`config.mk`:
```
export PLATFORM = sky130hd
export DESIGN_NAME = rloc_top
export DESIGN_NICKNAME = d
export VERILOG_FILES = /design/src/hw/rloc_pkg.sv /design/src/hw/rloc_pin_sync.sv /design/src/hw/rloc_stagger.sv /design/src/hw/rloc_top.sv
export SDC_FILE = /design/constraint.sdc
export NUM_CORES = 1
export LEC_CHECK = 0
export BUFFER_PORTS_ARGS = -buffer_cell sky130_fd_sc_hd__buf_4
export CAP_MARGIN = 20
export CORE_MARGIN = 2
export CORE_UTILIZATION = 31
export CTS_CLUSTER_DIAMETER = 30
export DETAILED_ROUTE_END_ITERATION = 8
export GPL_TIMING_DRIVEN = 0
export PLACE_DENSITY = 0.58
export SLEW_MARGIN = 20
export SYNTH_ARGS = -nofsm -noshare
export SYNTH_HDL_FRONTEND = slang
export SYNTH_SLANG_ARGS = --single-unit
```
`constraint.sdc`:
```
create_clock -name clock -period 4.2 [get_ports clock]
set_input_delay 0.42 -clock clock [delete_from_list [all_inputs] [get_ports clock]]
set_output_delay 0.42 -clock clock [all_outputs]
set_load 0.01 [all_outputs]
```
`src/hw/rloc_pkg.sv`:
```
/*
 * constants, register map and state type for the receiver lock and output control block.
 * assumes a 20 MHz system clock and a link clock near 2.5 MHz sampled by that clock.
 */
package rloc_pkg;

	// timing, each figure in its own unit with the derived cycle count
	localparam int         CLK_PERIOD_NS    = 50;
	localparam int         LINK_TIMEOUT_NS  = 2000;
	localparam logic [5:0] LINK_TIMEOUT_CYC =
		6'((LINK_TIMEOUT_NS + CLK_PERIOD_NS - 1) / CLK_PERIOD_NS);
	localparam int         LOCK_TRY_NS      = 40000;
	localparam logic [9:0] LOCK_TRY_CYC     =
		10'((LOCK_TRY_NS + CLK_PERIOD_NS - 1) / CLK_PERIOD_NS);
	localparam int         OSC_HALF_NS      = 100;
	localparam logic [1:0] OSC_HALF_CYC     =
		2'((OSC_HALF_NS + CLK_PERIOD_NS - 1) / CLK_PERIOD_NS);
	localparam logic [4:0] LOCK_EDGES       = 5'h10;

	// widths
	localparam int DATA_W      = 8;
	localparam int EQ_W        = 3;
	localparam int IRQ_W       = 3;
	localparam int SLOT_W      = 2;
	localparam int LFSR_W      = 16;
	localparam logic [1:0] STAGGER_LAST = 2'h3;
	localparam logic [LFSR_W-1:0] LFSR_SEED = 16'hace1;

	// register offsets
	localparam logic [7:0] ADDR_CTRL       = 8'h02;
	localparam logic [7:0] ADDR_EQ         = 8'h03;
	localparam logic [7:0] ADDR_IRQ_STATUS = 8'h04;
	localparam logic [7:0] ADDR_IRQ_MASK   = 8'h05;
	localparam logic [7:0] ADDR_LINK_STAT  = 8'h06;

	// field positions
	localparam int CTRL_OSC_EN_BIT = 5;
	localparam int EQ_OVR_BIT      = 7;
	localparam int IRQ_LOCK_UP     = 0;
	localparam int IRQ_LOCK_LOST   = 1;
	localparam int IRQ_EQ_STEP     = 2;
	localparam int STAT_LOCK_BIT   = 0;
	localparam int STAT_ACTIVE_BIT = 1;
	localparam int STAT_EQ_LSB     = 4;

	// values after reset
	localparam logic [7:0]       CTRL_RST = 8'h00;
	localparam logic [7:0]       EQ_RST   = 8'h00;
	localparam logic [IRQ_W-1:0] MASK_RST = 3'h0;

	// positions of the pins in the synchroniser bundle
	localparam int SYNC_W     = 5;
	localparam int PIN_LCLK   = 0;
	localparam int PIN_LDATA  = 1;
	localparam int PIN_ACTIVE = 2;
	localparam int PIN_DRIVE  = 3;
	localparam int PIN_SEL    = 4;

	// link state, gray along off, acquire, locked
	typedef enum logic [1:0] {
		ST_OFF    = 2'b00,
		ST_ACQ    = 2'b01,
		ST_LOCKED = 2'b11
	} rloc_state_t;

endpackage : rloc_pkg

```
`src/hw/rloc_pin_sync.sv`:
```
/*
 * three-stage synchroniser for a bundle of pins; a bit moves on once stages two and three agree.
 * assumes the bundle is sampled by the system clock and reset by the synchronised reset.
 */
`timescale 1ns/1ps
module rloc_pin_sync #(
	parameter int W = rloc_pkg::SYNC_W
) (
	// clock and reset
	input  wire logic         clock,
	input  wire logic         rst_sync_b,
	// pins in, filtered levels out
	input  wire logic [W-1:0] pins,
	output logic      [W-1:0] level
);

	logic [W-1:0] ff1;
	logic [W-1:0] ff2;
	logic [W-1:0] ff3;
	logic [W-1:0] agree;
	logic [W-1:0] next_level;

	// ff1 feeds only ff2; the filter looks at stages two and three
	always_comb
	begin
		agree      = ~(ff2 ^ ff3);
		next_level = (ff3 & agree) | (level & ~agree);
	end

	always_ff @(posedge clock or negedge rst_sync_b)
	begin
		if (!rst_sync_b)
		begin
			ff1   <= '0;
			ff2   <= '0;
			ff3   <= '0;
			level <= '0;
		end
		else
		begin
			ff1   <= pins;
			ff2   <= ff1;
			ff3   <= ff2;
			level <= next_level;
		end
	end

endmodule : rloc_pin_sync

```
`src/hw/rloc_stagger.sv`:
```
/*
 * staggered output register: each data bit takes its new value in a random slot of a window.
 * assumes loads are further apart than the window; a load inside a window restarts it.
 */
`timescale 1ns/1ps
module rloc_stagger (
	// clock and reset
	input  wire logic                       clock,
	input  wire logic                       rst_sync_b,
	// control
	input  wire logic                       clear,
	input  wire logic                       load,
	input  wire logic [rloc_pkg::DATA_W-1:0] word,
	// staggered result
	output logic      [rloc_pkg::DATA_W-1:0] out
);

	logic [rloc_pkg::LFSR_W-1:0] lfsr;
	logic [rloc_pkg::LFSR_W-1:0] next_lfsr;
	logic [rloc_pkg::LFSR_W-1:0] slots;
	logic [rloc_pkg::LFSR_W-1:0] next_slots;
	logic [rloc_pkg::DATA_W-1:0] pend;
	logic [rloc_pkg::DATA_W-1:0] next_pend;
	logic [rloc_pkg::DATA_W-1:0] next_out;
	logic [rloc_pkg::SLOT_W-1:0] cnt;
	logic [rloc_pkg::SLOT_W-1:0] next_cnt;
	logic                        busy;
	logic                        next_busy;

	// galois lfsr runs freely so slot choices do not repeat per word
	always_comb
	begin
		next_lfsr  = {1'b0, lfsr[rloc_pkg::LFSR_W-1:1]} ^ (lfsr[0] ? 16'hb400 : 16'h0000);
		next_slots = load ? lfsr : slots;
		next_pend  = load ? word : pend;
		next_busy  = busy;
		next_cnt   = cnt;
		if (load)
		begin
			next_busy = 1'b1;
			next_cnt  = '0;
		end
		else if (busy)
		begin
			next_cnt  = cnt + 2'h1;
			next_busy = (cnt != rloc_pkg::STAGGER_LAST);
		end
		if (clear)
		begin
			next_busy = 1'b0;
			next_pend = '0;
		end
	end

	// each bit switches in its own slot, spreading edges over the window
	genvar gi;
	generate
		for (gi = 0; gi < rloc_pkg::DATA_W; gi++)
		begin : g_bit
			assign next_out[gi] = clear ? 1'b0 :
				((busy && slots[gi*2 +: 2] == cnt) ? pend[gi] : out[gi]);
		end
	endgenerate

	always_ff @(posedge clock or negedge rst_sync_b)
	begin
		if (!rst_sync_b)
		begin
			lfsr  <= rloc_pkg::LFSR_SEED;
			slots <= '0;
			pend  <= '0;
			out   <= '0;
			cnt   <= '0;
			busy  <= 1'b0;
		end
		else
		begin
			lfsr  <= next_lfsr;
			slots <= next_slots;
			pend  <= next_pend;
			out   <= next_out;
			cnt   <= next_cnt;
			busy  <= next_busy;
		end
	end

	// one cycle after the last slot every bit carries the pending word
	property p_stagger_done;
		@(posedge clock) disable iff (!rst_sync_b)
		(busy && cnt == rloc_pkg::STAGGER_LAST && !load && !clear) |=> (out == $past(pend));
	endproperty
	a_stagger_done: assert property (p_stagger_done)
		else $error("staggered word not complete at window end");

endmodule : rloc_stagger

```
`src/hw/rloc_top.sv`:
```
/*
 * receiver lock and output control: link activity, lock sequence, adaptive equaliser level,
 * output drive table, staggered data, small register file and interrupt.
 * assumes the link clock and data, chip_active_input, output_drive_enable and
 * idle_output_state_select arrive asynchronously; register port is on the system clock.
 */
`timescale 1ns/1ps

module rloc_top (
	// clock and reset
	input  wire logic                         clock,
	input  wire logic                         rst_b,
	// link and control pins
	input  wire logic                         link_clock,
	input  wire logic                         link_data,
	input  wire logic                         chip_active_input,
	input  wire logic                         output_drive_enable,
	input  wire logic                         idle_output_state_select,
	// register port
	input  wire logic [7:0]                   reg_addr,
	input  wire logic [7:0]                   reg_wdata,
	input  wire logic                         reg_wr,
	input  wire logic                         reg_rd,
	output logic      [7:0]                   reg_rdata,
	// outputs with enables
	output logic                              lock_out,
	output logic                              lock_oe,
	output logic                              pass_out,
	output logic                              pass_oe,
	output logic      [rloc_pkg::DATA_W-1:0]  data_out,
	output logic                              data_oe,
	output logic                              sck_out,
	output logic                              sck_oe,
	// equaliser and interrupt
	output logic      [rloc_pkg::EQ_W-1:0]    eq_level,
	output logic                              irq
);

	logic                          rst_meta_b;
	logic                          rst_sync_b;
	logic [rloc_pkg::SYNC_W-1:0]   pins;
	logic                          lclk;
	logic                          ldata;
	logic                          chip_on;
	logic                          drive_en;
	logic                          sel;
	logic                          lclk_prev;
	logic                          edge_seen;
	logic                          active;
	rloc_pkg::rloc_state_t         state;
	rloc_pkg::rloc_state_t         next_state;
	logic [5:0]                    gap;
	logic [5:0]                    next_gap;
	logic [4:0]                    edges;
	logic [4:0]                    next_edges;
	logic [9:0]                    tries;
	logic [9:0]                    next_tries;
	logic [rloc_pkg::EQ_W-1:0]     eq_auto;
	logic [rloc_pkg::EQ_W-1:0]     next_eq_auto;
	logic                          ev_up;
	logic                          ev_lost;
	logic                          ev_eq;
	logic [rloc_pkg::DATA_W-1:0]   shift;
	logic [rloc_pkg::DATA_W-1:0]   next_shift;
	logic [2:0]                    bits;
	logic [2:0]                    next_bits;
	logic                          word_load;
	logic [rloc_pkg::DATA_W-1:0]   stag_word;
	logic [1:0]                    osc_cnt;
	logic [1:0]                    next_osc_cnt;
	logic                          osc;
	logic                          next_osc;
	logic [7:0]                    ctrl;
	logic [7:0]                    next_ctrl;
	logic [7:0]                    eq_ctrl;
	logic [7:0]                    next_eq_ctrl;
	logic [rloc_pkg::IRQ_W-1:0]    status;
	logic [rloc_pkg::IRQ_W-1:0]    next_status;
	logic [rloc_pkg::IRQ_W-1:0]    mask;
	logic [rloc_pkg::IRQ_W-1:0]    next_mask;
	logic [rloc_pkg::IRQ_W-1:0]    w1c;
	logic [7:0]                    next_rdata;
	logic                          locked;
	logic                          next_lock_out;
	logic                          next_lock_oe;
	logic                          next_pass_out;
	logic                          next_pass_oe;
	logic [rloc_pkg::DATA_W-1:0]   next_data_out;
	logic                          next_data_oe;
	logic                          next_sck_out;
	logic                          next_sck_oe;
	logic                          next_irq;

	// address decode used by the register writes; reads decode reg_addr in a case
	function automatic logic hit(input logic [7:0] a, input logic [7:0] t);
		hit = (a == t);
	endfunction : hit

	// reset release through two flops
	always_ff @(posedge clock or negedge rst_b)
	begin
		if (!rst_b)
		begin
			rst_meta_b <= 1'b0;
			rst_sync_b <= 1'b0;
		end
		else
		begin
			rst_meta_b <= 1'b1;
			rst_sync_b <= rst_meta_b;
		end
	end

	// all pins from outside the clock domain share one synchroniser
	assign pins = {idle_output_state_select, output_drive_enable, chip_active_input,
		link_data, link_clock};

	rloc_pin_sync #(.W(rloc_pkg::SYNC_W)) u_sync (
		.clock      (clock),
		.rst_sync_b (rst_sync_b),
		.pins       (pins),
		.level      ({sel, drive_en, chip_on, ldata, lclk})
	);

	assign edge_seen = lclk && !lclk_prev;
	assign active    = (gap < rloc_pkg::LINK_TIMEOUT_CYC);
	assign locked    = (state == rloc_pkg::ST_LOCKED);
	assign eq_level  = eq_ctrl[rloc_pkg::EQ_OVR_BIT] ? eq_ctrl[rloc_pkg::EQ_W-1:0] : eq_auto;

	// link activity, lock sequence and equaliser stepping
	always_comb
	begin
		next_state   = state;
		next_edges   = edges;
		next_tries   = tries;
		next_eq_auto = eq_auto;
		ev_up        = 1'b0;
		ev_lost      = 1'b0;
		ev_eq        = 1'b0;
		next_gap     = edge_seen ? 6'h00 :
			(active ? gap + 6'h01 : gap);
		case (state)
			rloc_pkg::ST_OFF:
			begin
				next_edges = '0;
				next_tries = '0;
				if (chip_on)
					next_state = rloc_pkg::ST_ACQ;
			end
			rloc_pkg::ST_ACQ:
			begin
				next_tries = tries + 10'h001;
				// an edge after a gap restarts the count at one, so no edge is lost
				if (edge_seen)
				begin
					next_edges = (active ? edges : 5'h00) + 5'h01;
					if (active && edges == rloc_pkg::LOCK_EDGES - 5'h01)
					begin
						next_state = rloc_pkg::ST_LOCKED;
						ev_up      = 1'b1;
					end
				end
				else if (!active)
					next_edges = '0;
				// no lock in time: try the next equaliser gain
				if (tries == rloc_pkg::LOCK_TRY_CYC - 10'h001 && !ev_up)
				begin
					next_tries = '0;
					next_edges = '0;
					ev_eq      = 1'b1;
				end
			end
			rloc_pkg::ST_LOCKED:
			begin
				if (!active)
				begin
					next_state = rloc_pkg::ST_ACQ;
					next_edges = '0;
					next_tries = '0;
					ev_lost    = 1'b1;
				end
			end
			default:
				next_state = rloc_pkg::ST_OFF;
		endcase
		if (ev_eq)
			next_eq_auto = eq_auto + 3'h1;
		// chip inactive drops the lock state and the automatic equaliser level back to their starting point
		if (!chip_on)
		begin
			next_state   = rloc_pkg::ST_OFF;
			next_eq_auto = '0;
			ev_up        = 1'b0;
			ev_eq        = 1'b0;
			ev_lost      = locked;
		end
	end

	// data recovery on link clock rising edges while locked
	always_comb
	begin
		next_shift = shift;
		next_bits  = bits;
		word_load  = 1'b0;
		if (locked && edge_seen)
		begin
			next_shift = {shift[rloc_pkg::DATA_W-2:0], ldata};
			next_bits  = bits + 3'h1;
			word_load  = (bits == 3'h7);
		end
		else if (!locked)
			next_bits = '0;
	end

	rloc_stagger u_stagger (
		.clock      (clock),
		.rst_sync_b (rst_sync_b),
		.clear      (!locked),
		.load       (word_load),
		.word       (next_shift),
		.out        (stag_word)
	);

	// internal oscillator, a divided copy of the system clock
	always_comb
	begin
		next_osc_cnt = osc_cnt + 2'h1;
		next_osc     = osc;
		if (osc_cnt == rloc_pkg::OSC_HALF_CYC - 2'h1)
		begin
			next_osc_cnt = '0;
			next_osc     = !osc;
		end
	end

	// register file; set wins over a write-one clear on the status bits
	always_comb
	begin
		next_ctrl    = ctrl;
		next_eq_ctrl = eq_ctrl;
		next_mask    = mask;
		w1c          = (reg_wr && hit(reg_addr, rloc_pkg::ADDR_IRQ_STATUS)) ?
			reg_wdata[rloc_pkg::IRQ_W-1:0] : '0;
		if (reg_wr && hit(reg_addr, rloc_pkg::ADDR_CTRL))
			next_ctrl = reg_wdata;
		if (reg_wr && hit(reg_addr, rloc_pkg::ADDR_EQ))
			next_eq_ctrl = reg_wdata; // manual level
		if (reg_wr && hit(reg_addr, rloc_pkg::ADDR_IRQ_MASK))
			next_mask = reg_wdata[rloc_pkg::IRQ_W-1:0];
		next_status = (status & ~w1c) | {ev_eq, ev_lost, ev_up};
		next_rdata  = 8'h00;
		if (reg_rd)
		begin
			case (reg_addr)
				rloc_pkg::ADDR_CTRL:       next_rdata = ctrl;
				rloc_pkg::ADDR_EQ:         next_rdata = eq_ctrl;
				rloc_pkg::ADDR_IRQ_STATUS: next_rdata = {5'h00, status};
				rloc_pkg::ADDR_IRQ_MASK:   next_rdata = {5'h00, mask};
				rloc_pkg::ADDR_LINK_STAT:  next_rdata = {1'b0, eq_level, 2'h0, active, locked};
				default:                   next_rdata = 8'h00;
			endcase
		end
		// writes while inactive are lost on purpose; defaults must hold
		if (!chip_on)
		begin
			next_ctrl    = rloc_pkg::CTRL_RST;
			next_eq_ctrl = rloc_pkg::EQ_RST;
			next_mask    = rloc_pkg::MASK_RST;
			next_status  = {1'b0, ev_lost, 1'b0};
		end
		next_irq = |(next_status & next_mask);
	end

	// output drive table
	always_comb
	begin
		next_lock_out = 1'b0;
		next_lock_oe  = 1'b0;
		next_pass_out = 1'b0;
		next_pass_oe  = 1'b0;
		next_data_out = '0;
		next_data_oe  = 1'b0;
		next_sck_out  = 1'b0;
		next_sck_oe   = 1'b0;
		if (chip_on)
		begin
			next_lock_oe  = 1'b1;
			next_lock_out = locked;
			if (!drive_en)
			begin
				next_pass_oe = !sel;
				next_data_oe = !sel;
				next_sck_oe  = !sel;
			end
			else
			begin
				next_pass_oe = 1'b1;
				next_data_oe = 1'b1;
				next_sck_oe  = 1'b1;
				if (!locked)
				begin
					next_pass_out = sel;
					next_sck_out  = !sel && ctrl[rloc_pkg::CTRL_OSC_EN_BIT] && osc;
				end
				else if (sel)
				begin
					next_pass_out = 1'b1;
					next_data_out = stag_word;
					next_sck_out  = lclk;
				end
			end
		end
	end

	always_ff @(posedge clock or negedge rst_sync_b)
	begin
		if (!rst_sync_b)
		begin
			state     <= rloc_pkg::ST_OFF;
			lclk_prev <= 1'b0;
			gap       <= rloc_pkg::LINK_TIMEOUT_CYC;
			edges     <= '0;
			tries     <= '0;
			eq_auto   <= '0;
			shift     <= '0;
			bits      <= '0;
			osc_cnt   <= '0;
			osc       <= 1'b0;
			ctrl      <= rloc_pkg::CTRL_RST;
			eq_ctrl   <= rloc_pkg::EQ_RST;
			mask      <= rloc_pkg::MASK_RST;
			status    <= '0;
			reg_rdata <= 8'h00;
			irq       <= 1'b0;
			lock_out  <= 1'b0;
			lock_oe   <= 1'b0;
			pass_out  <= 1'b0;
			pass_oe   <= 1'b0;
			data_out  <= '0;
			data_oe   <= 1'b0;
			sck_out   <= 1'b0;
			sck_oe    <= 1'b0;
		end
		else
		begin
			state     <= next_state;
			lclk_prev <= lclk;
			gap       <= next_gap;
			edges     <= next_edges;
			tries     <= next_tries;
			eq_auto   <= next_eq_auto;
			shift     <= next_shift;
			bits      <= next_bits;
			osc_cnt   <= next_osc_cnt;
			osc       <= next_osc;
			ctrl      <= next_ctrl;
			eq_ctrl   <= next_eq_ctrl;
			mask      <= next_mask;
			status    <= next_status;
			reg_rdata <= next_rdata;
			irq       <= next_irq;
			lock_out  <= next_lock_out;
			lock_oe   <= next_lock_oe;
			pass_out  <= next_pass_out;
			pass_oe   <= next_pass_oe;
			data_out  <= next_data_out;
			data_oe   <= next_data_oe;
			sck_out   <= next_sck_out;
			sck_oe    <= next_sck_oe;
		end
	end

	property p_acq_start;
		@(posedge clock) disable iff (!rst_sync_b)
		(state == rloc_pkg::ST_OFF && chip_on) |=> (state == rloc_pkg::ST_ACQ);
	endproperty
	a_acq_start: assert property (p_acq_start)
		else $error("acquisition did not start");

	property p_lock_drive;
		@(posedge clock) disable iff (!rst_sync_b)
		(locked && chip_on) |=> (lock_out && lock_oe);
	endproperty
	a_lock_drive: assert property (p_lock_drive)
		else $error("lock output not high while locked");

	property p_off_tristate;
		@(posedge clock) disable iff (!rst_sync_b)
		!chip_on |=> (!lock_oe && !pass_oe && !data_oe && !sck_oe);
	endproperty
	a_off_tristate: assert property (p_off_tristate)
		else $error("output driven while chip inactive");

	property p_drive_low;
		@(posedge clock) disable iff (!rst_sync_b)
		(chip_on && !drive_en) |=> (lock_oe && pass_oe == !$past(sel) && data_oe == !$past(sel)
			&& !pass_out && data_out == '0 && !sck_out);
	endproperty
	a_drive_low: assert property (p_drive_low)
		else $error("wrong drive with output enable low");

	property p_static_out;
		@(posedge clock) disable iff (!rst_sync_b)
		(chip_on && drive_en && !locked) |=> (!lock_out && data_out == '0 && pass_out == $past(sel)
			&& (!$past(sel) || !sck_out));
	endproperty
	a_static_out: assert property (p_static_out)
		else $error("wrong static input outputs");

	property p_active_sel0;
		@(posedge clock) disable iff (!rst_sync_b)
		(chip_on && drive_en && !sel && locked) |=> (lock_out && !pass_out && data_out == '0
			&& !sck_out);
	endproperty
	a_active_sel0: assert property (p_active_sel0)
		else $error("outputs not held low while locked");

	property p_eq_step;
		@(posedge clock) disable iff (!rst_sync_b)
		(state == rloc_pkg::ST_ACQ && chip_on && tries == rloc_pkg::LOCK_TRY_CYC - 10'h001
			&& !edge_seen) |=> (eq_auto == $past(eq_auto) + 3'h1 && status[rloc_pkg::IRQ_EQ_STEP]);
	endproperty
	a_eq_step: assert property (p_eq_step)
		else $error("equaliser did not step after failed lock attempt");

	property p_defaults;
		@(posedge clock) disable iff (!rst_sync_b)
		!chip_on |=> (ctrl == rloc_pkg::CTRL_RST && eq_ctrl == rloc_pkg::EQ_RST
			&& mask == rloc_pkg::MASK_RST);
	endproperty
	a_defaults: assert property (p_defaults)
		else $error("registers not at defaults while inactive");

	property p_lock_loss;
		@(posedge clock) disable iff (!rst_sync_b)
		(locked && !active && chip_on) |=> (state == rloc_pkg::ST_ACQ) ##1 !lock_out;
	endproperty
	a_lock_loss: assert property (p_lock_loss)
		else $error("lock held after link went static");

endmodule : rloc_top

```
==> Word-level counts from Yosys, hierarchy flattened <==
Index checks and enable logic that the tools add are counted.
W data, S select, Z words.
{ "totals": {"latch_bits": 0, "out_inout_bits": 27, "romBits": 0, "register_bits": 158, "mem_count": 0, "wordCells": 209, "inputBits": 25, "mem_bits_rw": 0} }
{ "classes": {"n_eq_ne": 37, "n_bitwise": 11, "n_mul": 0, "n_addsub": 7, "reduce_logical": 29, "order_cmp": 1, "muxes": 83, "n_div": 0, "shift": 0} }
{ "ops": {"columns": ["op", "count"], "rows": [
  ["$mux W8", 12],
  ["$mux W1", 43],
  ["$pmux W8 S5", 1],
  ["$pmux W10 S3", 1],
  ["$mux W3", 9],
  ["$eq A8 B3 Y1 const B", 3],
  ["$mux W10", 2],
  ["$ne A2 B1 Y1 const B", 10],
  ["$logic_and A1 B1 Y1", 18],
  ["$eq A2 B2 Y1", 8],
  ["$eq A8 B2 Y1 const B", 2],
  ["$mux W16", 1],
  ["$xor A15 B16 Y16", 1],
  ["$mux W5", 3],
  ["$pmux W5 S3", 1],
  ["$mux W2", 7],
  ["$mux W6", 2],
  ["$add A10 B1 Y10 const B", 1],
  ["$and A5 B5 Y5", 2],
  ["$eq A10 B10 Y1 const B", 1],
  ["$ne A2 B2 Y1 const B", 5],
  ["$not A5 Y5", 2],
  ["$ne A3 B3 Y1 const B", 3],
  ["$add A3 B1 Y3 const B", 2],
  ["other kinds (21)", 28]
]} }

==> Depth between registers and ports, before layout <==
Gate-level depths: netlist of the first run.
{ "logic_depth": {"word_depth": 14, "ltp_mapped": 8, "mapped_depth_nobuf": 7} }

==> Cells and area by module <==
A second synthesis of the first run with hierarchy kept.
{ "hier_totals": {"hier_cells": 576, "area_unflattened_um2": 6906.6} }
{ "modules_own_cells": {"columns": ["mod", "area_each_um2", "seq_area_each_um2", "instances", "cells_each"], "rows": [
  ["rloc_top", 4259.1, 2179.6, 1, 401],
  ["rloc_stagger", 2090.8, 1286.2, 1, 150],
  ["rloc_pin_sync", 556.8, 500.5, 1, 25]
]} }

==> Least setup slack after synthesis of the first run <==
OpenSTA, ideal clock, no wires.
{ "synth_timing": {"path_kind": "reg-to-reg", "from": "register gap[4]", "to": "register edges[3]", "required_time_ns": 4.124, "setup_time_ns": 0.076, "path_slack_ns": 2.204, "n_path_buf": 0, "stages_incl_launch_ff": 6, "synth_period_minus_slack_ns": 1.996, "arrival_time_ns": 1.920, "path_cell_list": "dfrtp_1 o21a_4 or4_4 a21o_1 or4_1 o21ai_1"} }
{ "synth_via": {"elab_chain_len": 9, "word_cells_on_any_way": 12, "classes_between": "1 x add/sub; 1 x order compare; 7 x mux; 3 x reduce/logical"} }
{ "synth_lines": {"columns": ["element", "line", "rtl"], "rows": [
  ["from (decl)", "rloc_top.sv:52", "logic [5:0] gap;"],
  ["from (signal assigned)", "rloc_top.sv:321", "gap <= rloc_pkg::LINK_TIMEOUT_CYC;"],
  ["from (signal assigned)", "rloc_top.sv:348", "gap <= next_gap;"],
  ["$lt A6 B6 Y1 *", "rloc_top.sv:126", "assign active = (gap < rloc_pkg::LINK_TIMEOUT_CYC);"],
  ["branches (longest 7 deep; another with $add A5 B1 Y5)", null, null],
  ["$pmux W5 S3 *", "rloc_top.sv:142", "case (state)"],
  ["to (signal assigned)", "rloc_top.sv:349", "edges <= next_edges;"],
  ["to (decl)", "rloc_top.sv:54", "logic [4:0] edges;"]
]} }
Mark *: on every way between the ends. The select of a mux whose other input is x is not followed.
A chain may end at the register's enable or synchronous reset.

==> results of run 1 <==
-- cell type report --
| cell class | instances | area (sq um) |
|---|---|---|
| multi-input cells | 384 | 2340 |
| well taps | 270 | 338 |
| repair buffers | 53 | 445 |
| clock inverters | 12 | 161 |
| clock buffers | 20 | 457 |
| plain buffers | 28 | 119 |
| flip-flops and latches | 157 | 3950 |
| fillers | 1990 | 12500 |
| inverters | 7 | 26.3 |
-- metrics by stage --
step | utilization | power (mW) | setup slack, ns | instance area [sq um] | hold WS [ns]
6_report | 0.386 | 3.37 | 1.81 | 7830 | 0.105
5_1_grt | 0.386 | 3.51 | 1.56 | 7830 | 0.0895
4_1_cts | 0.386 | 3.42 | 1.68 | 7830 | 0.0817
3_5_place_dp | 0.355 | 1.82 | 1.70 | 7210 | 0.205
3_3_place_gp | 0.352 | 1.80 | 0.589 | 7140 | 0.205
2_1_floorplan | - | 1.74 | 1.61 | 6430 | 0.124
-- worst paths after layout --
| check | cells after the start | slack [ns] | to |
|---|---|---|---|
| hold / removal | 1 | 0.11 | u_sync.ff1[1] |
| setup / recovery | 4 | 1.81 | data_out[1] |
| hold reg to reg | 0 | 0.32 | u_sync.ff1[4] |
| setup reg to reg | 4 | 1.81 | data_out[1] |
| min in group asynchronous | 0 | 0.32 | u_sync.ff1[4] |
| max in group asynchronous | 1 | 3.20 | u_stagger.lfsr[10] |
-- Yosys cell counts (2+ instances only) --
library cell  count  share of area
nand3b_1          2         0.0023
nand4_1          10         0.0097
nor3b_1           2         0.0023
a2bb2oi_1         3         0.0041
nor3_1            8         0.0062
nand2b_1          4         0.0039
or4_1             2         0.0023
nand2_1         100          0.058
xnor2_1          21          0.029
a21oi_1          22          0.017
mux2i_1          30          0.047
buf_4             3         0.0035
inv_1             6         0.0035
o22ai_1           2         0.0019
nand3_1          33          0.026
a31oi_1           9         0.0088
ha_1              7          0.014
a32o_1            2         0.0031
xor2_1            8          0.011
buf_1             3         0.0018
nor2_1           44          0.026
clkbuf_1         20          0.012
buf_2             2         0.0016
a22o_1            2         0.0027
nor2b_1           4         0.0039
dfstp_2          10          0.041
dfrtp_1         147           0.57
and2_1           14          0.014
o21ai_0          10         0.0078
a21o_1            5         0.0058
and3_1            4         0.0039
mux2_2           10          0.018
maj3_1            5         0.0078
-- state kept, by name, indices dropped and copies added, names as in the netlist, 6 cells and up, named ones only --
| register | count |
|---|---|
| ctrl | 8 |
| data_out | 8 |
| eq_ctrl | 8 |
| gap | 6 |
| reg_rdata | 8 |
| shift | 7 |
| tries | 10 |
| u_stagger.lfsr | 16 |
| u_stagger.out | 8 |
| u_stagger.pend | 8 |
| u_stagger.slots | 16 |
-- worst register-to-register path, delay by kind of cell, from the launching register on --
family	cells	cell delay (ns)
DFF	1	0.42
buffers and inverters	2	0.83
and+or+nand+nor	2	1.07
-- layer usage --
metal | vias to the layer above | GRT usage | wire [um]
li1 | 2105 | - | -
met1 | 2106 | 0.182 | 6470
met2 | 67 | 0.194 | 6110
met3 | 12 | 0.0312 | 482
met4 | 0 | 0.0400 | 133
met5 | - | 0 | 0
-- power groups by stage --
stage          Sequential (mW)  Clock (mW)  Combinational [mW]
2_1_floorplan             1.64           0              0.0975
3_3_place_gp              1.65           0               0.150
3_5_place_dp              1.63           0               0.182
4_1_cts                   1.61        1.63               0.184
5_1_grt                   1.61        1.69               0.207
6_report                  1.60        1.59               0.180
-- cells by family after synthesis --
group,synth area share
AND/OR/NAND/NOR,0.170
flip-flops,0.613
AO/OA/AOI/OAI,0.0689
multiplexers,0.0642
buffers and inverters,0.0226
XOR/XNOR,0.0395
adder cells (fa/ha/maj),0.0214
other,0.000583
==> results.yml, run 1 <==
run_status:
  status: "finished clean"
synth:
  synth_edf_count: 0
  seq_area_frac_synth: 0.613
  synth_cell_types: 55
  synth_nets: 608
  syn_area_sq_um: 6430
  synth-seq-cells: 157
  ys.flop_type: "dfrtp_1"
  syn_inst: 576
  async_flop_share: 1.00
  avgSynthCellArea_sq_um: 11.2
  synth_warnings: 0
timing:
  timing_max_transition_violations_final: 0
  slew_headroom: 0.420
  tightest_slew_ns: 0.863
  min_period_ns: 2.39
  fin_crit_sh: 0.569
  fmax_ghz: 0.418
  fin_skew_ns: 0.00904
  grt_setup_unrepaired: "false"
  setup-violations-final: 0
  hold_viol_final: 0
  finalSetupTns_ns: 0
routing:
  post_drt_via_cell_ratio: 4.61
  drt_iter0_drc: 289
  avgRoutedWirePerCell_um: 14.2
  firstDrtPassIters: 4
  ant_nets: 0
  post-route-drc-count: 0
  routed_wl_mm: 13.2
  vias: 4290
clock_tree:
  tritoncts: "yes"
  cts_hold_buf: 1
  post_cts_buffers: 0
  htreeDepth: 4
  path_clk_slew_ns: 0.06
  insertion_delay_ns: 0.42
  cts_root_buffer: "clkbuf_16"
  clk_path_buf_depth: 2
  cts_made_buffers: 17
  cts.repair.resized: 0
  clock_sinks: 157
placement:
  port_buffers: 49
  gp_congestion: 0.765
  dpl.hpwl_mm: 9.12
  dp_cells: 898
hold_path:
  min_from: "link_data"
  hold_path.class: "in -> reg"
power:
  leakage_nw: 3.66
  clkPwrFrac: 0.471
  switching_share: 0.227
  p_switching_uw: 766
  p_int_mw: 2.61
  power_density_nw_per_um2: 431
  vdd_drop_max_mv: 0.297
  p_seq_frac: 0.476
  combPwrFrac: 0.053
cells_and_area:
  final_common_cell: "dfrtp_1"
  drive_gt1_frac: 0.175
  final_cell_count_no_fill: 931
  area_growth_pct: 21.9
  final_cell_mix: "dfrtp_1 (146), nand2_1 (100), buf_4 (52)"
  layout.nets: 680
  diodes: 0
setup_path:
  max_stage_delay_ns: 0.80
  required_ns: 4.54
  worstPathCellList: "clkbuf_1 > clkinv_1 > nor3_1 > and2_1"
  arrival_ns: 2.73
  crit_path_end_kind: "flip-flop"
  critPathTopFamily: "simple AND/OR/NAND/NOR gates"
  path_max_fanout: 10
  cp_num_buf_inv: 2
  startpoint_type: "flip-flop"
  crit_type: "reg -> reg"
  slowest_stage: "nor3_1"
die:
  core_area_sq_um: 20300
  rows: 52
  chipHeight_um: 148
  num_io_pins: 52
  chipWidth_um: 148
  die_area_sq_um: 21900
  start_util: 0.317
global_route:
  grt_max_degree: 55
  grt_pass1_wl_mm: 22.2
  grt_pass1_vias: 4242
  antenna_found_initial: 0
  grt_usage: 0.128
  globalRouteOverflowTotal: 0
flow_run:
  maxCapViolations: 0
Power figures use the tool's default switching activity.
==> run 2, diff against run 1 <==
--- a/config.mk
+++ b/config.mk
@@ -12,7 +12,7 @@
 export CTS_CLUSTER_DIAMETER = 30
 export DETAILED_ROUTE_END_ITERATION = 8
 export GPL_TIMING_DRIVEN = 0
-export PLACE_DENSITY = 0.58
+export PLACE_DENSITY = 0.57
 export SLEW_MARGIN = 20
 export SYNTH_ARGS = -nofsm -noshare
 export SYNTH_HDL_FRONTEND = slang
==> constraint.sdc (replaced) <==
create_clock -name clock -period 2.4 [get_ports clock]
set_input_delay 0.24 -clock clock [delete_from_list [all_inputs] [get_ports clock]]
set_output_delay 0.24 -clock clock [all_outputs]
set_load 0.01 [all_outputs]
==> results.yml, run 2 (synthesis gave the netlist of run 1 again) <==
clock_tree:
  path_clk_slew_ns: 0.07
  tritoncts: "yes"
  clk_path_buf_depth: 2
  htreeDepth: 4
  cts_made_buffers: 17
  clock_sinks: 157
  cts_root_buffer: "clkbuf_16"
  insertion_delay_ns: 0.43
die:
  chipHeight_um: 148
  num_io_pins: 52
  die_area_sq_um: 21900
  core_area_sq_um: 20300
  rows: 52
  chipWidth_um: 148
  start_util: 0.317
routing:
  drt_iter0_drc: 203
  ant_nets: 0
  firstDrtPassIters: 4
  routed_wl_mm: 13.5
  vias: 4409
  post-route-drc-count: 0
  post_drt_via_cell_ratio: 4.71
  avgRoutedWirePerCell_um: 14.4
cells_and_area:
  final_common_cell: "dfrtp_1"
  final_cell_mix: "dfrtp_1 (146), nand2_1 (100), buf_4 (52)"
  area_growth_pct: 22.2
  diodes: 0
  stdcell_area_sq_um: 7860
  drive_gt1_frac: 0.177
  largestRegisters: "u_stagger.lfsr: 16 flops, u_stagger.slots: 16 flops, tries: 10 flops"
  final_util: 0.387
  layout.nets: 685
  final_cell_count_no_fill: 936
setup_path:
  reg2reg_to: "edges[3]"
  r2r_slack_ns: 0.20
  crit_type: "reg -> reg"
  startpoint_type: "flip-flop"
  required_ns: 2.75
  timing.rr.start: "gap[4]"
  max_stage_delay_ns: 0.56
  crit_path_end_kind: "flip-flop"
  path_max_fanout: 8
  slowest_stage: "or4_4"
  critPathTopFamily: "simple AND/OR/NAND/NOR gates"
  arrival_ns: 2.56
  cp_num_buf_inv: 0
  worstPathCellList: "o21a_4 > or4_4 > a21o_1 > or4_1 > o21ai_1"
  reg2regPathDepth: 5
global_route:
  globalRouteOverflowTotal: 0
  antenna_found_initial: 0
  grt_pass1_wl_mm: 23.0
  grt_max_degree: 45
  grt_usage: 0.133
  grt_pass1_vias: 4673
timing:
  fin_skew_ns: 0.0122
  tightest_slew_ns: 0.620
  grt_setup_unrepaired: "false"
  setup-violations-final: 0
  fmax_ghz: 0.454
  timing_max_transition_violations_final: 0
  min_period_ns: 2.20
  fin_crit_sh: 0.918
  slew_headroom: 0.583
  hold_viol_final: 0
placement:
  place_area_sq_um: 7200
  port_buffers: 49
  dpl.hpwl_mm: 9.56
  dp_cells: 898
  gp_congestion: 0.774
power:
  p_switching_mw: 1.47
  leakage_nw: 3.67
  p_seq_frac: 0.482
  vdd_drop_max_mv: 0.478
  power_density_nw_per_um2: 741
  p_int_mw: 4.35
  combPwrFrac: 0.056
  clkPwrFrac: 0.462
  switching_share: 0.252
hold_path:
  min_from: "reg_wdata[6]"
  hold_depth: 3
  hold_path.class: "in -> reg"
  min_to: "eq_ctrl[6]"
run_status:
  status: "finished clean"
flow_run:
  maxCapViolations: 0
## run 2: cell count changes in the layout (fill, tap and decap cells not counted), sizes merged
cell	before	now
clkbuf	40	37
bufinv	3	1
inv	8	15
dlygate4sd3	1	6
clkinv	6	4
## run 2: layer usage
layer  vias up  track usage  wire, um  share of wire
li1       2116            -         -              -
met2        88        0.210      6600           0.49
met5         -            0         0              0
met3        20       0.0444       615          0.046
met4         0       0.0471       220          0.016
met1      2185        0.172      6030           0.45
## run 2: how the worst max path moves through the flow
| stage | startpoint | endpoint | slack, ns | cells after the start |
|---|---|---|---|---|
| after floorplan | gap[4] | edges[3] | 0.40 | 5 |
| after global placement | flip-flop | data_out[1] | 0.007 | 4 |
| after detailed placement | flip-flop | data_out[1] | -0.03 | 4 |
| after CTS | gap[4] | edges[3] | 0.19 | 5 |
| after global routing | gap[4] | edges[4] | 0.06 | 6 |
| final | gap[4] | edges[3] | 0.20 | 5 |
## run 2: stage by stage
stage | hold WS (ns) | setup slack (ns) | setup TNS [ns] | power (mW)
floorplan | -0.0556 | 0.404 | 0 | 3.04
global placement | 0.0223 | 0.00736 | 0 | 3.15
detailed placement | 0.0229 | -0.0254 | -0.0469 | 3.18
CTS | 0.0461 | 0.193 | 0 | 5.89
global route | 0.0670 | 0.0644 | 0 | 6.07
finish | 0.0667 | 0.198 | 0 | 5.82
## run 2: repair_timing
item / CTS / global route
setup endpoints to repair: 8 / 0
endpoints found under the hold margin: 7 / 0
hold buffers: 6 / 0
resized for setup: 1 / 0
setup buffers: 0 / 0
## run 2: worst reg2reg max path: stages (launching register included)
cell and delay (ns):
dfrtp_1 0.43, o21a_4 0.28, or4_4 0.56, a21o_1 0.26, or4_1 0.51, o21ai_1 0.10
## run 2: power by group through the flow
stage / Clock [mW] / Sequential [mW] / Combinational, mW
floorplan: 0 / 2.87 / 0.171
global placement: 0 / 2.89 / 0.258
detailed placement: 0 / 2.86 / 0.324
CTS: 2.75 / 2.81 / 0.334
global route: 2.88 / 2.82 / 0.369
finish: 2.69 / 2.81 / 0.326
## run 2: layout make-up
type / instances / area, sq um
tap: 270 / 338
fill: 2012 / 12400
sequential: 157 / 3950
clock inverter: 15 / 169
clock buffer: 17 / 425
buffer: 28 / 119
multi-input combinational: 384 / 2350
timing repair buffer: 58 / 488
inverter: 7 / 26.3
==> run 3, diff against run 2 <==
--- a/config.mk
+++ b/config.mk
@@ -9,6 +9,7 @@
 export CAP_MARGIN = 20
 export CORE_MARGIN = 2
 export CORE_UTILIZATION = 31
+export CTS_BUF_LIST = sky130_fd_sc_hd__clkbuf_8
 export CTS_CLUSTER_DIAMETER = 30
 export DETAILED_ROUTE_END_ITERATION = 8
 export GPL_TIMING_DRIVEN = 0
==> results.yml, run 3 (synthesis gave the netlist of run 1 again) <==
run_status:
  status: "finished clean"
power:
  vdd_drop_max_mv: 0.415
  p_total_mw: 5.14
  leakage_nw: 3.59
  power_density_nw_per_um2: 669
routing:
  ant_nets: 0
  vias: 4416
  post_drt_via_cell_ratio: 4.71
  routed_wl_mm: 13.4
  avgRoutedWirePerCell_um: 14.4
  drt_iter0_drc: 188
  firstDrtPassIters: 4
  post-route-drc-count: 0
global_route:
  globalRouteOverflowTotal: 0
  grt_max_degree: 45
  grt_pass1_vias: 4665
  grt_pass1_wl_mm: 22.9
  grt_usage: 0.132
  antenna_found_initial: 0
placement:
  gp_congestion: 0.774
  port_buffers: 49
  dpl.hpwl_mm: 9.56
setup_path:
  crit_type: "reg -> reg"
  crit_path_end_kind: "flip-flop"
  reg2reg_to: "edges[3]"
  arrival_ns: 2.60
  worstPathCellList: "o21a_4 > or4_4 > a21o_1 > or4_1 > o21ai_1"
  startpoint_type: "flip-flop"
  required_ns: 2.80
  max_stage_delay_ns: 0.56
  critPathTopFamily: "simple AND/OR/NAND/NOR gates"
  cp_num_buf_inv: 0
  slowest_stage: "or4_4"
  timing.rr.start: "gap[4]"
  reg2regPathDepth: 5
  r2r_slack_ns: 0.19
  path_max_fanout: 8
  cp.depth: 5
die:
  rows: 52
  chipHeight_um: 148
  core_area_sq_um: 20300
  chipWidth_um: 148
  die_area_sq_um: 21900
  start_util: 0.317
  num_io_pins: 52
cells_and_area:
  largestRegisters: "u_stagger.lfsr: 16 flops, u_stagger.slots: 16 flops, tries: 10 flops"
  final_common_cell: "dfrtp_1"
  n_fill_cell: 2028
  drive_gt1_frac: 0.177
  layout.nets: 686
  final_cell_mix: "dfrtp_1 (146), nand2_1 (100), buf_4 (52)"
  diodes: 0
  final_util: 0.378
  area_growth_pct: 19.4
hold_path:
  min_from: "reg_wdata[3]"
  hold_path.class: "in -> reg"
  min_to: "ctrl[3]"
  hold_depth: 3
timing:
  fin_skew_ns: 0.0177
  grt_setup_unrepaired: "false"
  slew_headroom: 0.582
  tightest_slew_ns: 0.622
  fin_crit_sh: 0.919
  hold_viol_final: 0
  fmax_ghz: 0.453
  min_period_ns: 2.21
  setup-violations-final: 0
  timing_max_transition_violations_final: 0
clock_tree:
  path_clk_slew_ns: 0.10
  cts_root_buffer: "clkbuf_8"
  htreeDepth: 4
  clk_path_buf_depth: 2
  cts_made_buffers: 17
  insertion_delay_ns: 0.47
  clock_sinks: 157
  tritoncts: "yes"
  post_cts_buffers: 0
flow_run:
  maxCapViolations: 0
run 3: changes by cell type in the layout (fill, tap and decap cells not counted), sizes merged:
cell         change
dlygate4sd3      +1
run 3: worst min-delay path, cell delays in order:
cell     delay [ns]
buf_4          0.12
nand3_1        0.06
a21oi_1        0.06
run 3: through the flow:
stage               instance area (sq um)  hold slack (ns)  instances  setup TNS, ns  worst slack (ns)
floorplan                            6430          -0.0556        576              0             0.404
global placement                     7140           0.0223        895              0           0.00736
detailed placement                   7200           0.0229        898        -0.0469           -0.0254
CTS                                  7680           0.0102        937              0             0.190
global route                         7680           0.0196        937              0            0.0555
finish                               7680           0.0363        937              0             0.194
run 3: metal layers:
metal | vias up | share of wire | track usage
li1 | 2118 | - | -
met3 | 17 | 0.048 | 0.0417
met5 | - | 0 | 0
met1 | 2186 | 0.45 | 0.172
met4 | 0 | 0.014 | 0.0467
met2 | 95 | 0.49 | 0.208
run 3: final cells by class:
type	count	area, sq um	share of cell area
Clock inverter	15	169	0.0220
Tap cell	270	338	0.0440
Multi-Input combinational cell	384	2350	0.306
Inverter	7	26.3	0.00342
Clock buffer	17	234	0.0305
Timing Repair Buffer	59	498	0.0649
Buffer	28	119	0.0155
Sequential cell	157	3950	0.514
run 3: timing repair:
| item | 4_1_cts | 5_1_grt |
|---|---|---|
| hold endpoints to repair | 8 | 0 |
| gates resized for setup | 1 | 0 |
| hold buffers | 7 | 0 |
| setup endpoints to repair | 5 | 0 |
run 3: worst max path at each step:
stage,slack (ns),to,from
floorplan,0.40,edges[3],gap[4]
global placement,0.007,data_out[1],flip-flop
detailed placement,-0.03,data_out[1],flip-flop
CTS,0.19,edges[3],gap[4]
global route,0.06,edges[4],gap[4]
finish,0.19,edges[3],gap[4]
run 3: power by group:
part	internal, mW	total [mW]	switching (mW)
combinational	0.138	0.327	0.188
clock	0.877	2.00	1.13
sequential	2.72	2.81	0.0818
total	3.74	5.14	1.40
